==> src/rtl/pin_ctl_pkg.sv <==
// Purpose: constants and types for the multifunction pin control block
// Assumes: register indices are word indices; byte address is index * 4
// Notes: control words are 14 bits, read back zero-extended to 32 bits
package pin_ctl_pkg;
	localparam int NUM_PINS = 5;
	localparam int IDX_W = 8;

	// register indices, byte address = 4 * index
	localparam logic [7:0] IDX_PIN1_CTRL = 8'h74;
	localparam logic [7:0] IDX_PIN2_CTRL = 8'h75;
	localparam logic [7:0] IDX_PIN3_CTRL = 8'h76;
	localparam logic [7:0] IDX_PIN4_CTRL = 8'h77;
	localparam logic [7:0] IDX_PIN5_CTRL = 8'h78;
	localparam logic [7:0] IDX_IRQ_STATUS = 8'h79;
	localparam logic [7:0] IDX_IRQ_MASK = 8'h7a;
	localparam logic [7:0] IDX_PIN_LEVEL = 8'h7b;

	// function codes, bits 13:8 of a control word
	localparam logic [5:0] FN_GP_OUT = 6'h00;
	localparam logic [5:0] FN_BIT_CLOCK = 6'h01;
	localparam logic [5:0] FN_IRQ_OUT = 6'h02;
	localparam logic [5:0] FN_GP_IN = 6'h03;
	localparam logic [5:0] FN_BIAS_CURRENT = 6'h04;
	localparam logic [5:0] FN_BIAS_SHORT = 6'h05;
	localparam logic [5:0] FN_DMIC = 6'h06;
	localparam logic [5:0] FN_LOOP_LOCK = 6'h08;
	localparam logic [5:0] FN_LOOP_CLOCK = 6'h09;

	typedef struct packed {
		logic [5:0] function_select;
		logic direction;
		logic output_type;
		logic input_polarity;
		logic output_level;
		logic pulldown_enable;
		logic pullup_enable;
		logic irq_trigger_mode;
		logic debounce_enable;
	} pin_ctrl_s;

	localparam int CTRL_W = 14;

	// values after reset
	localparam logic [13:0] RST_PIN1_CTRL = 14'h00a8;
	localparam logic [13:0] RST_PIN2_CTRL = 14'h00a8;
	localparam logic [13:0] RST_PIN3_CTRL = 14'h00a8;
	localparam logic [13:0] RST_PIN4_CTRL = 14'h0220;
	localparam logic [13:0] RST_PIN5_CTRL = 14'h01a0;
	localparam logic [4:0] RST_IRQ_MASK = 5'h00;

	localparam int DEBOUNCE_CYCLES_DEFAULT = 16;
endpackage

==> src/rtl/multifunction_pin_control.sv <==
// Purpose: function select, pad control, debounce and interrupt status
//          for five multifunction pins, with an APB register slave
// Assumes: pins are asynchronous to clock and pass two flip-flops first
// Notes: zero wait states; read data is captured in the setup cycle
//
// Operation
// - bits 13:8 pick general output, irq out, general input, bias flags or loop lock/clock.
// - code 06h on pin 1 drives the digital mic channel clock out.
// - code 06h on pin 2 takes the pin as the digital mic serial input.
// - codes 01h on pins 1-3 and 06h, 07h on pin 3 are reserved; pins 1-3 reset to code 00h.
// - bit 4 sets the pin level only under the general output code, reset 0.
// - bit 3 enables the weak pull-down, reset 1 on pins 1 to 3.
// - bit 2 enables the weak pull-up, reset 0.
// - bit 0 routes the input through the debounce filter, reset 0.
// - pin 5 resets to the bit clock code 1h and may then be input or output.
// - while pin 5 is bit clock its other control fields have no effect, save bits 5 and 0 on its pin level bit.
// - with pin 5 not bit clock the master clock serves as bit clock.
// - pin 4 resets as the interrupt request output.
// - bit 6 selects push-pull or open-drain, where a 1 only releases the pin.
// - bit 5 sets input polarity and bit 1 picks level or both-edge interrupts.
// - with pull-up and pull-down both set neither resistor is enabled.
//
// Chosen here: the APB slave port.
`timescale 1ns/100ps
`default_nettype none

module multifunction_pin_control
	import pin_ctl_pkg::*;
#(
	parameter int DEBOUNCE_CYCLES = DEBOUNCE_CYCLES_DEFAULT
)
(
	input wire logic clock,
	input wire logic rst,
	input wire logic psel,
	input wire logic penable,
	input wire logic pwrite,
	input wire logic [31:0] paddr,
	input wire logic [31:0] pwdata,
	output logic [31:0] prdata,
	output logic pready,
	output logic pslverr,
	input wire logic [4:0] pin_in,
	output logic [4:0] pin_out,
	output logic [4:0] pin_oe_n,
	output logic [4:0] pullup_on,
	output logic [4:0] pulldown_on,
	input wire logic bias_current_detect,
	input wire logic bias_short_detect,
	input wire logic loop_lock,
	input wire logic loop_clock,
	input wire logic digital_mic_channel_clock,
	input wire logic bit_clock_drive,
	input wire logic bit_clock_drive_en,
	input wire logic master_clock,
	output logic bit_clock,
	output logic digital_mic_serial_input,
	output logic irq
);
	localparam int CNT_W = $clog2(DEBOUNCE_CYCLES + 1);
	localparam logic [CNT_W-1:0] CNT_LAST = CNT_W'(DEBOUNCE_CYCLES - 1);

	function automatic logic is_ctrl(input logic [7:0] idx);
		is_ctrl = (idx >= IDX_PIN1_CTRL) && (idx <= IDX_PIN5_CTRL);
	endfunction

	pin_ctrl_s ctrl_q [NUM_PINS];
	logic [4:0] status_q;
	logic [4:0] mask_q;
	logic [4:0] sync1_q;
	logic [4:0] sync2_q;
	logic [4:0] filt_q;
	logic [4:0] prev_q;
	logic [CNT_W-1:0] cnt_q [NUM_PINS];
	logic [1:0] mclk_sync_q;
	logic [31:0] prdata_q;
	logic pslverr_q;
	logic bit_clock_q;
	logic irq_q;
	logic dmic_q;
	logic [4:0] pin_out_q;
	logic [4:0] pin_oe_n_q;
	logic [4:0] pullup_q;
	logic [4:0] pulldown_q;

	// bus decode
	wire logic [7:0] bus_idx = paddr[9:2];
	wire logic addr_hi_zero = (paddr[31:10] == '0) && (paddr[1:0] == 2'b00);
	wire logic setup = psel && !penable;
	wire logic access = psel && penable;
	wire logic wr_en = access && pwrite;
	wire logic rd_en = access && !pwrite;
	wire logic hit_ctrl = addr_hi_zero && is_ctrl(bus_idx);
	wire logic hit_status = addr_hi_zero && (bus_idx == IDX_IRQ_STATUS);
	wire logic hit_mask = addr_hi_zero && (bus_idx == IDX_IRQ_MASK);
	wire logic hit_level = addr_hi_zero && (bus_idx == IDX_PIN_LEVEL);
	wire logic hit_any = hit_ctrl || hit_status || hit_mask || hit_level;
	wire logic [2:0] ctrl_sel = 3'(bus_idx - IDX_PIN1_CTRL);
	wire logic status_clear = rd_en && hit_status;

	// per-pin combinational view
	logic [4:0] raw_in;
	logic [4:0] sel_in;
	logic [4:0] asserted;
	logic [4:0] irq_set;
	logic [4:0] drv_val;
	logic [4:0] drv_on;
	logic [4:0] pu_d;
	logic [4:0] pd_d;
	logic [4:0] out_d;
	logic [4:0] oe_n_d;
	logic [31:0] rd_mux;
	logic [5:0] fn;
	logic bclk_mode;
	logic irq_d;

	assign raw_in = sync2_q;
	assign bclk_mode = ctrl_q[4].function_select == FN_BIT_CLOCK;
	assign irq_d = |(status_q & mask_q);

	always_comb
	begin
		sel_in = '0;
		asserted = '0;
		irq_set = '0;
		drv_val = '0;
		drv_on = '0;
		pu_d = '0;
		pd_d = '0;
		out_d = '0;
		oe_n_d = '1;
		fn = '0;
		for (int i = 0; i < NUM_PINS; i++)
		begin
			fn = ctrl_q[i].function_select;
			sel_in[i] = ctrl_q[i].debounce_enable ? filt_q[i] : raw_in[i];
			asserted[i] = ctrl_q[i].input_polarity ? sel_in[i] : !sel_in[i];
			unique case (fn)
				FN_GP_OUT:
				begin
					drv_val[i] = ctrl_q[i].output_level;
					drv_on[i] = 1'b1;
				end
				FN_IRQ_OUT:
				begin
					drv_val[i] = irq_q;
					drv_on[i] = 1'b1;
				end
				FN_BIAS_CURRENT:
				begin
					drv_val[i] = bias_current_detect;
					drv_on[i] = 1'b1;
				end
				FN_BIAS_SHORT:
				begin
					drv_val[i] = bias_short_detect;
					drv_on[i] = 1'b1;
				end
				FN_LOOP_LOCK:
				begin
					drv_val[i] = loop_lock;
					drv_on[i] = 1'b1;
				end
				FN_LOOP_CLOCK:
				begin
					drv_val[i] = loop_clock;
					drv_on[i] = 1'b1;
				end
				// mic channel clock on pin 1
				FN_DMIC:
				begin
					drv_val[i] = digital_mic_channel_clock;
					drv_on[i] = (i == 0);
				end
				default:
				begin
					// reserved codes and inputs leave the pad undriven
					drv_val[i] = 1'b0;
					drv_on[i] = 1'b0;
				end
			endcase
			if (fn == FN_GP_IN)
			begin
				if (ctrl_q[i].irq_trigger_mode)
					irq_set[i] = sel_in[i] != prev_q[i];
				else
					irq_set[i] = asserted[i];
			end
			pu_d[i] = ctrl_q[i].pullup_enable && !ctrl_q[i].pulldown_enable;
			pd_d[i] = ctrl_q[i].pulldown_enable && !ctrl_q[i].pullup_enable;
			out_d[i] = ctrl_q[i].output_type ? 1'b0 : drv_val[i];
			oe_n_d[i] = !(drv_on[i] && !ctrl_q[i].direction &&
				!(ctrl_q[i].output_type && drv_val[i]));
		end
		if (bclk_mode)
		begin
			irq_set[4] = 1'b0;
			pu_d[4] = 1'b0;
			pd_d[4] = 1'b0;
			out_d[4] = bit_clock_drive;
			oe_n_d[4] = !bit_clock_drive_en;
		end
	end

	always_comb
	begin
		rd_mux = '0;
		if (hit_ctrl)
			rd_mux = 32'(ctrl_q[ctrl_sel]);
		else if (hit_status)
			rd_mux = 32'(status_q);
		else if (hit_mask)
			rd_mux = 32'(mask_q);
		else if (hit_level)
			rd_mux = 32'(asserted);
	end

	// register bank
	always_ff @(posedge clock)
	begin
		if (rst)
		begin
			ctrl_q[0] <= RST_PIN1_CTRL;
			ctrl_q[1] <= RST_PIN2_CTRL;
			ctrl_q[2] <= RST_PIN3_CTRL;
			ctrl_q[3] <= RST_PIN4_CTRL;
			ctrl_q[4] <= RST_PIN5_CTRL;
			mask_q <= RST_IRQ_MASK;
		end
		else if (wr_en)
		begin
			if (hit_ctrl)
				ctrl_q[ctrl_sel] <= pwdata[CTRL_W-1:0];
			if (hit_mask)
				mask_q <= pwdata[4:0];
		end
	end

	// status: read clears only the bits the reader was shown at setup,
	// so an event landing between setup and access is not lost
	always_ff @(posedge clock)
	begin
		if (rst)
			status_q <= '0;
		else
			status_q <= (status_q & ~({5{status_clear}} & prdata_q[4:0])) | irq_set;
	end

	always_ff @(posedge clock)
	begin
		if (rst)
		begin
			prdata_q <= '0;
			pslverr_q <= 1'b0;
		end
		else if (setup)
		begin
			prdata_q <= pwrite ? 32'h0000_0000 : rd_mux;
			pslverr_q <= !hit_any;
		end
	end

	// input synchronisers; first stage feeds only the second
	always_ff @(posedge clock)
	begin
		if (rst)
		begin
			sync1_q <= '0;
			sync2_q <= '0;
			mclk_sync_q <= '0;
		end
		else
		begin
			sync1_q <= pin_in;
			sync2_q <= sync1_q;
			mclk_sync_q <= {mclk_sync_q[0], master_clock};
		end
	end

	always_ff @(posedge clock)
	begin
		if (rst)
		begin
			filt_q <= '0;
			for (int i = 0; i < NUM_PINS; i++)
				cnt_q[i] <= '0;
		end
		else
		begin
			for (int i = 0; i < NUM_PINS; i++)
			begin
				if (raw_in[i] == filt_q[i])
					cnt_q[i] <= '0;
				else if (cnt_q[i] == CNT_LAST)
				begin
					filt_q[i] <= raw_in[i];
					cnt_q[i] <= '0;
				end
				else
					cnt_q[i] <= cnt_q[i] + 1'b1;
			end
		end
	end

	// pad and side outputs, registered to keep glitches off the pins
	always_ff @(posedge clock)
	begin
		if (rst)
		begin
			prev_q <= '0;
			pin_out_q <= '0;
			pin_oe_n_q <= '1;
			pullup_q <= '0;
			pulldown_q <= '0;
			bit_clock_q <= 1'b0;
			dmic_q <= 1'b0;
			irq_q <= 1'b0;
		end
		else
		begin
			prev_q <= sel_in;
			pin_out_q <= out_d;
			pin_oe_n_q <= oe_n_d;
			pullup_q <= pu_d;
			pulldown_q <= pd_d;
			irq_q <= irq_d;
			bit_clock_q <= bclk_mode ? raw_in[4] : mclk_sync_q[1];
			dmic_q <= (ctrl_q[1].function_select == FN_DMIC) ? raw_in[1] : 1'b0;
		end
	end

	// direction is software's duty; bit 7 only gates the driver
	assign pin_out = pin_out_q;
	assign pin_oe_n = pin_oe_n_q;
	assign pullup_on = pullup_q;
	assign pulldown_on = pulldown_q;
	assign bit_clock = bit_clock_q;
	assign digital_mic_serial_input = dmic_q;
	assign irq = irq_q;
	assign prdata = prdata_q;
	assign pready = 1'b1;
	assign pslverr = pslverr_q && access;
endmodule // multifunction_pin_control

`default_nettype wire

==> config.mk <==
export PLATFORM = sky130hd
export DESIGN_NAME = multifunction_pin_control
export DESIGN_NICKNAME = d
export VERILOG_FILES = /design/src/rtl/pin_ctl_pkg.sv /design/src/rtl/multifunction_pin_control.sv
export SDC_FILE = /design/constraint.sdc
export NUM_CORES = 1
export LEC_CHECK = 0
export BUFFER_PORTS_ARGS = -buffer_cell sky130_fd_sc_hd__buf_2
export CAP_MARGIN = 10
export CORE_ASPECT_RATIO = 1.4
export CORE_UTILIZATION = 40
export DETAILED_ROUTE_END_ITERATION = 10
export GPL_TIMING_DRIVEN = 0
export SYNTH_ARGS = -nofsm -noshare
export SYNTH_HDL_FRONTEND = slang
export SYNTH_SLANG_ARGS = --single-unit
==> constraint.sdc <==
create_clock -name clock -period 2.31 [get_ports clock]
set_clock_uncertainty 0.2 [all_clocks]
set_input_delay 0.231 -clock clock [delete_from_list [all_inputs] [get_ports clock]]
set_output_delay 0.231 -clock clock [all_outputs]
set_load 0.01 [all_outputs]
# After elaboration in Yosys (flattened, before gate mapping)

Memories as Yosys holds them, arrays and structs flattened.
Cells that the tools add are included.

Register bits after elaboration: 88
Output and inout bits: 57
Memories: 2
Bits in writable memories: 95
Logic and storage cells: 335

Muxes and demuxes: 119
$add $sub $neg: 6
Bitwise gates (word level): 26
Equality and inequality tests: 54
Reductions and logical operators: 100
Magnitude comparators: 2

Memory list:

| memory | depth | width | rd ports | clocked after memory_dff | write ports | line                            | source |
|---|---|---|---|---|---|---|---|
| ctrl_q | 5     | 14    | 6        | 0                        | 5           | multifunction_pin_control.sv:67 | `pin_ctrl_s ctrl_q [NUM_PINS];` |
| cnt_q  | 5     | 5     | 5        | 0                        | 5           | multifunction_pin_control.sv:74 | `logic [CNT_W-1:0] cnt_q [NUM_PINS];` |

Operators with widths:

| kind                                                              | number |
|---|---|
| two-way mux 1 bit                                                 | 92 |
| equality test 6 x 3 -> 1 bit, second input constant               | 15 |
| two-way mux 5 bit                                                 | 18 |
| equality test 6 x 2 -> 1 bit, second input constant               | 10 |
| equality test 6 x 4 -> 1 bit, second input constant               | 10 |
| logical AND 1 bit                                                 | 37 |
| one-hot mux 1 bit (7 select lines)                                | 5 |
| zero test 1 bit                                                   | 34 |
| two-way mux 32 bit                                                | 1 |
| zero test 6 bit                                                   | 5 |
| two-way mux 14 bit                                                | 2 |
| adder 5 x 1 -> 5 bit, second input constant                       | 5 |
| equality test 5 x 4 -> 1 bit, second input constant               | 5 |
| equality test 8 x 7 -> 1 bit, second input constant               | 3 |
| OR reduction 6 bit                                                | 4 |
| zero test 22 bit                                                  | 1 |
| AND 5 bit                                                         | 3 |
| bitwise OR 1 bit                                                  | 15 |
| OR reduction 14 bit                                               | 1 |
| AND reduction 2 bit                                               | 6 |
| OR reduction 2 bit                                                | 6 |
| greater-or-equal comparator 8 x 7 -> 1 bit, second input constant | 1 |
| <= comparator 8 x 7 -> 1 bit, second input constant               | 1 |
| OR reduction 7 bit                                                | 1 |
| other kinds (11)                                                  | 26 |

# Logic depth before layout (Yosys ltp)

Gate-level depths: netlist of the first run.

Depth in word-level cells: 9
Depth in mapped cells: 9

# Worst setup path after synthesis of the first run

Ideal clock, no wire load.

Path type: input -> register
Start: input paddr[29]
End: memory ctrl_q[4][0] in the netlist's numbering, enable pin
Setup time: 0.363 ns
Stages on the path: 5
Slack: -0.020 ns
Data arrival time: 1.768 ns
Cell sequence: nor4_2 nand4_2 nor4_4 nor3b_4 or2_1

RTL lines:

| element            | line                            | source |
|---|---|---|
| start: declaration | multifunction_pin_control.sv:38 | `input wire logic [31:0] paddr,` |
| end: declaration   | multifunction_pin_control.sv:67 |  |

==> metrics, run 1 <==
WS Path Type in2reg; Hold Fails Final Rpt 0; clock sinks 207; worst path required time 2280 ps; Port Buffers 98; register area 5520 um^2; largest cells by area after synthesis edfxtp_1 43%, dfxtp_1 15%, and2_1 3.7%, mux2i_1 3.7%, nor2_1 2.6%; Worst Path Arrival 2230 ps; synthesized area 9540 um^2; Max Slew Vio Count 0; Die W 133 um; post-DP HPWL 19.5 mm; GPL Wtd Cong 0.910; post-layout util 49.9%; pin count of the biggest net entering global routing 15; reg2reg start ctrl_q[4][10]; Synth cell types 58; Slew headroom 46.6%; worst r2r path cells 6; max incr delay on CP 380 ps; Final Hold Slack 58.3 ps; Routed WL per cell 19.5 um; Power Density 694 nW/um^2; CTS tree done; fraction of registers with async set/reset 0%; post-layout min period 2250 ps; Synth-to-Final Area Change 21.7%; Synth warnings 0; Seq/Total Area, Yosys 57.8%; Tcrit/Tclk final 97.6%; routed vias 6,973; maximum VDD drop 0.517 mV; I/O Pins 139; first-pass GRT wire length 38.9 mm; initial antenna violation count 0; clock latency on the worst-skew pair 490 ps; Initial Util 41.0%; Critical Path End Type register; Hold Path Cell Cnt 5; Initial DRT Pass Iterations 7; Routed WL 26.3 mm; slowest CP cell and4b_2; Max FO, Critical Path 14; number of vias per cell 5.17; CP bufs+invs 2; fillcell total 2,141; Die H 185 um; GRT Total Usage 21.5%; Setup-failing EPs final 0; synthesis-stage register bit count 207; Avg Cell Area, Syn 11.9 um^2; core area 23,300 um^2; hold path startpoint paddr[5]; CTS Buf Count 21; antenna-violating nets left 0; overall power 8050 uW; Synth top area share 43.1%; nets@finish 1,121; Crit path max-delay family simple AND/OR/NAND/NOR gates; Tightest Pin Transition 801 ps; EDFF count, synth 137; GRT overflow 0; worst hold endpoint pslverr_q; cell accounting for the most synthesized area edfxtp_1; Fmax achieved 0.444 GHz; vias in the first global route 6,684; reg-to-reg critical path endpoint pin_oe_n[4]; # H-tree levels 1; Hold Path Class in2reg; Synth top cells by count 137 x edfxtp_1, 70 x dfxtp_1, 66 x nor2_1, 56 x and2_1, 35 x mux2i_1; run status finished clean; Top FF cell, synth edfxtp_1; Worst R2R Setup Slack 240 ps; P_leak 0.00445 uW; layout cells sized above 1 19.2%; drt first-iter violations 523; worst path cell trace buf_2 > nor4_2 > nand4_2 > nor4_4 > buf_4 > and4b_2 > or2_4; DR DRC count 0; die area 24,500 um^2; CTS Root Buffer Type clkbuf_16; Rows 66; clock buffer depth 3; area of the multi-input gates 4000 um^2; Max Cap Viol 0; crit path launch type input pin; antenna cell count 0; Cells after Synth 800; Clock transition at path regs 60 ps; top-count cell post-synth edfxtp_1
-- sequential cells by signal, indices dropped and copies added, names as in the netlist, 5 cells and up --
signal	count
ctrl_q	112
cnt_q	25
prdata	14
filt_q	5
mask_q	5
pin_oe_n	5
pin_out	5
prev_q	5
pulldown_on	5
pullup_on	5
raw_in	5
status_q	5
sync1_q	5
-- area by class of cell --
| cell class | count | area share (%) |
|---|---|---|
| Tap cell | 306 | 3.30 |
| Clock inverter | 3 | 0.108 |
| Timing Repair Buffer | 121 | 6.18 |
| Sequential cell | 207 | 47.5 |
| Clock buffer | 34 | 5.20 |
| Multi-Input combinational cell | 603 | 34.4 |
| Inverter | 19 | 0.614 |
| Buffer | 56 | 2.66 |
-- where the power goes --
group          switching, uW  internal, uW
clock                   1360          1780
sequential               103          4120
combinational            402           290
total                   1870          6190
-- worst max-delay path by stage --
stage / from / endpoint / cells past startpoint
after floorplan: paddr[29] / ctrl_q[1][0] / 5
after detailed placement: paddr[29] / ctrl_q[1][8] / 6
final: paddr[29] / ctrl_q[1][7] / 7
after CTS: paddr[29] / ctrl_q[1][6] / 6
after global routing: paddr[29] / ctrl_q[4][1] / 7
after global placement: paddr[29] / ctrl_q[1][8] / 6
-- tightest hold or removal path, cell delays in order --
cell and delay, ps:
buf_2 150, xor2_1 80, nand3_1 70, o22ai_1 70
nor2_1 100
-- layout by cell type (no fill, tap or decap), drive strengths merged, types with 7 or more instances in the layout --
master | Yosys | layout
xnor2 | 20 | 20
o22ai | 13 | 13
and3 | 8 | 8
inv | 19 | 19
nand2b | 24 | 24
nor2b | 25 | 25
a211oi | 7 | 7
nor3b | 12 | 12
o21ai | 35 | 35
ha | 10 | 10
nand4b | 9 | 9
conb | 2 | 86
mux2 | 12 | 12
nand4 | 7 | 7
nand2 | 24 | 24
nor4 | 12 | 12
nand3 | 9 | 9
buf | 34 | 132
nor2 | 66 | 66
and2 | 56 | 56
mux4 | 11 | 11
nor3 | 19 | 19
edfxtp | 137 | 137
mux2i | 35 | 35
or3 | 10 | 10
clkbuf | 22 | 57
a21oi | 20 | 20
dfxtp | 70 | 70
or2 | 8 | 9
dlygate4sd3 | 0 | 22
o221ai | 9 | 9
-- logic make-up (layout without fill, tap and decap cells) --
family / Yosys count / count (layout) / synth area share (%)
multiplexers: 58 / 58 / 7.68
flip-flops: 207 / 207 / 57.8
AO/OA/AOI/OAI: 115 / 115 / 7.84
AND/OR/NAND/NOR: 307 / 308 / 19.0
other: 2 / 86 / 0.0787
XOR/XNOR: 26 / 26 / 2.39
adder cells (fa/ha/maj): 10 / 10 / 1.31
buffers and inverters: 75 / 233 / 3.93
-- per-layer routing --
| metal | routed length, um | vias up | share of wire, % | GRT usage (%) |
|---|---|---|---|---|
| met5 | 0 | - | 0 | 0 |
| met4 | 1270 | 0 | 4.8 | 10.5 |
| met3 | 1220 | 70 | 4.6 | 2.31 |
| met2 | 13800 | 227 | 53 | 39.9 |
| met1 | 9960 | 3369 | 38 | 24.6 |
| li1 | - | 3307 | - | - |
-- timing repair --
action	CTS	global route
endpoints found under the hold margin	107	0
pin swaps	0	1
resized for setup	5	9
hold buffers	22	0
endpoints found under the setup margin	63	75
cloned	0	1
buffers inserted	0	1
-- per-stage QoR --
step	instances	worst slack [ps]	TNS, ps	instance area, um^2
2_1_floorplan	884	134	0	9860
3_3_place_gp	1288	-695	-65900	10700
3_5_place_dp	1288	-728	-70910	10700
4_1_cts	1347	14.3	0	11600
5_1_grt	1349	-5.12	-33.0	11600
6_report	1349	56.2	0	11600
Note: power is estimated with default switching activity, not from simulation.
==> run 2, diff against run 1 <==
--- a/config.mk
+++ b/config.mk
@@ -8,9 +8,10 @@
 export BUFFER_PORTS_ARGS = -buffer_cell sky130_fd_sc_hd__buf_2
 export CAP_MARGIN = 10
 export CORE_ASPECT_RATIO = 1.4
-export CORE_UTILIZATION = 40
+export CORE_UTILIZATION = 52
 export DETAILED_ROUTE_END_ITERATION = 10
 export GPL_TIMING_DRIVEN = 0
+export PLACE_DENSITY = 0.77
 export SYNTH_ARGS = -nofsm -noshare
 export SYNTH_HDL_FRONTEND = slang
 export SYNTH_SLANG_ARGS = --single-unit
==> metrics, run 2 (synthesis results as in run 1) <==
first-pass GRT wire length 38.3 mm (-1.7%); Die W 116 um (-12%); DR DRC count 0 (unchanged); vias in the first global route 7,038 (+5.3%); Clk pwr share 38.6% (-0.4 points); switching pwr 1870 uW (+0.18%); clock buffer depth 3 (unchanged); maximum VDD drop 0.565 mV (+9.2%); layout cells sized above 1 19.3% (+0.17 points); Crit path max-delay family simple AND/OR/NAND/NOR gates; drt first-iter violations 622 (+19%); CP bufs+invs 1 (-1); Initial DRT Pass Iterations 5 (-2); Critical Path End Type register; Setup-failing EPs final 0 (unchanged); initial antenna violation count 0 (unchanged); Routed WL per cell 20.0 um (+2.7%); Sw Ratio 23.4% (+0.24 points); Flop pwr share 52.9% (+0.5 points); pin count of the biggest net entering global routing 15 (unchanged); WS Path Type in2reg; Initial Util 53.0% (+12 points); Placed Cells 1,222 (-5.1%); CTS Root Buffer Type clkbuf_16; clock latency on the worst-skew pair 490 ps (about the same); clock sinks 207 (unchanged); Die H 162 um (-12%); Max FO, Critical Path 14 (unchanged); RSZ-0062 raised after global routing no; Fmax achieved 0.443 GHz (about the same); overall power 7980 uW (-0.86%); non-filler instance count after layout 1,284 (-4.8%); antenna cell count 0 (unchanged); Max Slew Vio Count 0 (unchanged); I/O Pins 139 (unchanged); Tightest Pin Transition 955 ps (+154 ps); post-layout min period 2260 ps (+1.79 ps); max incr delay on CP 450 ps (+70 ps); run status finished clean; slowest CP cell and3_1; Worst Path Arrival 2220 ps (about the same); Routed WL 25.7 mm (-2.3%); GRT Total Usage 27.8% (+6.3 points); Int Pwr 6110 uW (-1.2%); commonest non-fill, non-tap cell in the layout edfxtp_1; routed vias 7,169 (+2.8%); GPL Wtd Cong 0.958 (+5.3%); Tcrit/Tclk final 97.6% (about the same); post-layout util 64.0% (+14 points); die area 18,900 um^2 (-23%); Top reg by flops ctrl_q; crit path launch type input pin; Hold Path Class in2reg; CTS tree done; Port Buffers 98 (unchanged); core area 18,000 um^2 (-23%); Max Cap Viol 0 (unchanged); antenna-violating nets left 0 (unchanged); P_leak 0.00445 uW (-0.13%); Power Density 693 nW/um^2 (-0.12%); Hold Fails Final Rpt 0 (unchanged); fillcell total 1,464 (-32%); CTS Buf Count 21 (unchanged); Clock transition at path regs 60 ps (about the same); Slew headroom 35.9% (-11 points); most frequent cells in the layout 137 x edfxtp_1, 107 x buf_2, 86 x conb_1; GRT overflow 0 (unchanged); worst path required time 2280 ps (about the same); nets@finish 1,122 (+0.089%); Synth-to-Final Area Change 20.8%; max reg flops 112 (unchanged); worst path cell trace buf_2 > nor4_2 > nand4_2 > nor4_4 > and3_1 > or2_4; # H-tree levels 1 (unchanged); number of vias per cell 5.58 (+8.0%); post-DP HPWL 18.5 mm (-5.3%); Rows 58 (-12%); Logic pwr share 8.5% (about the same)
run 2: timing repair:
item                                   4_1_cts  5_1_grt
setup endpoints to repair                   58       79
setup buffers                                0        3
endpoints found under the hold margin      125        0
resized for setup                            5        6
pin swaps                                    0        0
hold buffers                                22        0
run 2: stage by stage:
step / instance area, um^2 / TNS, ps / hold slack (ps) / worst slack, ps
after global placement: 10700 / -62890 / 220 / -613
after CTS: 11500 / 0 / 19.0 / 18.4
after floorplan: 9860 / 0 / 130 / 134
after detailed placement: 10700 / -68020 / 231 / -653
after global routing: 11500 / 0 / 75.4 / 2.02
final: 11500 / 0 / 24.0 / 54.4
run 2: power groups by stage:
stage                     Sequential [uW]  Clock, uW  Combinational [uW]
final                                4220       3080                 680
after detailed placement             4300          0                 634
after global placement               4290          0                 626
after CTS                            4220       3120                 670
after floorplan                      4260          0                 399
after global routing                 4240       3260                 734
run 2: cell type report:
class	count	area, um^2	share of cell area, %
Buffer	56	305	2.65
Timing Repair Buffer	123	733	6.36
Sequential cell	207	5520	47.9
Inverter	19	71.3	0.619
Tap cell	240	300	2.61
Multi-Input combinational cell	602	3990	34.6
Clock buffer	28	562	4.87
Clock inverter	9	47.5	0.413
run 2: worst register-to-register path, cell delays in order (launching register included):
cell and delay, ps:
edfxtp_1 340, clkbuf_1 350, nor2b_1 220, nor2b_1 290, a21oi_1 120, o22a_1 260, o21ai_0 260
run 2: worst paths after layout:
| kind | start | to | slack (ps) | cells past startpoint |
|---|---|---|---|---|
| setup / recovery | paddr[29] | ctrl_q[2][0] | 50 | 6 |
| hold / removal | paddr[5] | pslverr_q | 20 | 5 |
| setup reg to reg | ctrl_q[1][9] | pin_oe_n[1] | 180 | 6 |
| hold reg to reg | sync1_q[1] | raw_in[1] | 240 | 1 |
run 2: layer usage:
metal | share of wire [%] | routed length (um) | track usage (%) | up-vias
li1 | - | - | - | 3306
met1 | 37 | 9550 | 33.2 | 3404
met2 | 50 | 12800 | 47.8 | 380
met3 | 7.0 | 1800 | 3.51 | 79
met4 | 6.1 | 1570 | 15.9 | 0
met5 | 0 | 0 | 0 | -
==> run 3, diff against run 2 <==
--- a/config.mk
+++ b/config.mk
@@ -5,13 +5,14 @@
 export SDC_FILE = /design/constraint.sdc
 export NUM_CORES = 1
 export LEC_CHECK = 0
+export ABC_AREA = 1
 export BUFFER_PORTS_ARGS = -buffer_cell sky130_fd_sc_hd__buf_2
 export CAP_MARGIN = 10
 export CORE_ASPECT_RATIO = 1.4
 export CORE_UTILIZATION = 52
 export DETAILED_ROUTE_END_ITERATION = 10
 export GPL_TIMING_DRIVEN = 0
-export PLACE_DENSITY = 0.77
+export PLACE_DENSITY = 0.76
 export SYNTH_ARGS = -nofsm -noshare
 export SYNTH_HDL_FRONTEND = slang
 export SYNTH_SLANG_ARGS = --single-unit
==> metrics, run 3 <==
Final Hold Slack 30.7 ps (+6.66 ps); nets@finish 1,368 (+22%); post-DP HPWL 19.5 mm (+5.5%); CP startpoint paddr[3]; Avg Cell Area, Syn 9.17 um^2 (-23%); first-pass GRT wire length 39.7 mm (+3.8%); clock latency on the worst-skew pair 500 ps (about the same); Tightest Pin Transition 740 ps (-215 ps); CTS Root Buffer Type clkbuf_16; Routed WL 25.9 mm (+0.83%); synthesis-stage register bit count 207 (unchanged); setup total negative slack 0 ps (unchanged); number of vias per cell 5.20 (-6.8%); Initial DRT Pass Iterations 6 (+1); Max Cap Viol 0 (unchanged); DR DRC count 0 (unchanged); antenna-violating nets left 0 (unchanged); most frequent cells in the layout 170 x nor2_1, 160 x nand2_1, 137 x edfxtp_1; die area 19,000 um^2 (+0.49%); maximum VDD drop 0.608 mV (+7.6%); I/O Pins 139 (unchanged); final instance area 11,800 um^2 (+2.3%); Power Density 705 nW/um^2 (+1.8%); Initial Util 53.3% (+0.26 points); GRT overflow 0 (unchanged); Max Slew Vio Count 0 (unchanged); initial antenna violation count 0 (unchanged); clock buffer depth 3 (unchanged); Hold Fails Final Rpt 0 (unchanged); GRT Total Usage 28.1% (+0.25 points); reg2reg start ctrl_q[3][0]; Clock transition at path regs 70 ps (about the same); hold path startpoint paddr[4]; Synth top cells by count 175 x nor2_1, 165 x nand2_1, 137 x edfxtp_1, 132 x inv_1, 70 x dfxtp_1; Tcrit/Tclk final 92.3% (-5.3 points); Die W 117 um (+0.24%); fillcell total 1,556 (+6.3%); crit path launch type input pin; fraction of registers with async set/reset 0% (unchanged); pre-CTS setup slack -653 ps (+0.516 ps); Port Buffers 100 (+2.0%); Seq/Total Area, Yosys 57.5% (-0.29 points); Synth-to-Final Area Change 22.9%; pin count of the biggest net entering global routing 16 (+1); Synth warnings 0 (unchanged); layout cells sized above 1 15.5% (-3.8 points); largest cells by area after synthesis edfxtp_1 43%, dfxtp_1 15%, nor2_1 6.8%, nand2_1 6.5%, inv_1 5.2%; setup ws final 177 ps (+122 ps); RSZ-0062 raised after global routing no; Synth cell types 44 (-24%); worst path required time 2290 ps (about the same); CTS Buf Count 21 (unchanged); Routed WL per cell 16.9 um (-15%); Fmax achieved 0.469 GHz (+5.7%); top-count cell post-synth nor2_1; Slew headroom 50.7% (+15 points); max reg flops 112 (unchanged); EDFF count, synth 137 (unchanged); vias in the first global route 7,747 (+10%); Cells after Synth 1,046 (+31%); Hold Path Class in2reg; antenna cell count 0 (unchanged); Top reg by flops ctrl_q; post-layout min period 2130 ps (-122 ps); core area 18,000 um^2 (unchanged); clock sinks 207 (unchanged); WS Path Type in2reg; # H-tree levels 1 (unchanged); Critical Path End Type register; Worst Path Arrival 2110 ps (-110 ps); Rows 58 (unchanged); Top FF cell, synth edfxtp_1; run status finished clean; Synth top area share 42.9% (-0.21 points); Max FO, Critical Path 14 (unchanged); commonest non-fill, non-tap cell in the layout nor2_1; Area after DPL 10,800 um^2 (+1.7%); GPL Wtd Cong 0.947 (-1.2%); Setup-failing EPs final 0 (unchanged); CTS tree done; routed vias 7,963 (+11%); cell accounting for the most synthesized area edfxtp_1; Placed Cells 1,470 (+20%); Die H 163 um (+0.25%); drt first-iter violations 622 (unchanged); synthesized area 9590 um^2 (+0.50%); non-filler instance count after layout 1,530 (+19%); P_leak 0.00500 uW (+12%); Worst R2R Setup Slack 250 ps (+70 ps)
==> run 3: cell count changes in the layout (fill, tap and decap cells not counted), sizes merged, moves of 25 or more <==
cell / delta
a21oi: +43
nor2: +119
nand2: +142
and2: -56
inv: +114
mux2i: -35
nor2b: -25
nand3: +47
==> run 3: where the power goes <==
group          leakage (uW)  switching [uW]  total, uW  internal, uW
combinational       0.00274             448        665           217
clock              0.000349            1410       3440          2030
sequential          0.00191            88.2       4210          4120
total               0.00500            1950       8310          6360
==> run 3: cell families (layout without fill, tap and decap cells) <==
group	count (synthesis)	count (layout)	synth area share [%]
xor+xnor	11	11	1.00
buf+inv	183	343	8.36
fa+ha+maj	10	10	1.30
compound gates	161	161	9.67
flops	207	207	57.5
other cells	2	86	0.0783
simple gates	472	472	22.1
==> run 3: metrics by stage <==
step | total power [uW] | util, %
after floorplan | 4640 | -
after global placement | 4890 | 60.2
after detailed placement | 4910 | 60.2
after CTS | 8330 | 65.5
after global routing | 8570 | 65.5
final | 8310 | 65.5
==> run 3: cell type report <==
| type | instances | area [um^2] | share of cell area (%) |
|---|---|---|---|
| Tap cell | 240 | 300 | 2.55 |
| Multi-Input combinational cell | 740 | 3700 | 31.4 |
| Inverter | 135 | 509 | 4.32 |
| Timing Repair Buffer | 123 | 741 | 6.28 |
| Clock inverter | 8 | 82.6 | 0.701 |
| Clock buffer | 29 | 628 | 5.33 |
| Buffer | 48 | 313 | 2.65 |
| Sequential cell | 207 | 5520 | 46.8 |
==> run 3: final timing paths <==
kind	endpoint	depth (start not counted)
hold reg to reg	raw_in[1]	2
setup reg to reg	status_q[3]	6
hold / removal	ctrl_q[4][13]	4
setup / recovery	ctrl_q[3][5]	10
==> run 3: layer usage <==
| metal | up-vias | global-route usage, % | wire length, um |
|---|---|---|---|
| met5 | - | 0 | 0 |
| met4 | 0 | 15.6 | 1470 |
| met3 | 80 | 3.20 | 1580 |
| met2 | 321 | 49.7 | 13300 |
| met1 | 3680 | 32.6 | 9570 |
| li1 | 3882 | - | - |
==> run 3: critical path, stage by stage <==
cell and delay (ps):
buf_2 140, nor2_4 190, nand2_4 110, o21ai_2 180, nand3_2 190, nor4_4 370, buf_12 180, nand3_4 130
buf_12 230, nand2_8 130
==> run 3: timing repair <==
item                                    in CTS  in global routing
endpoints found under the hold margin       66                  0
pin swaps                                    1                  0
endpoints found under the setup margin      70                 16
resized for setup                            0                  2
buffers inserted                             1                  0
hold buffers                                22                  0
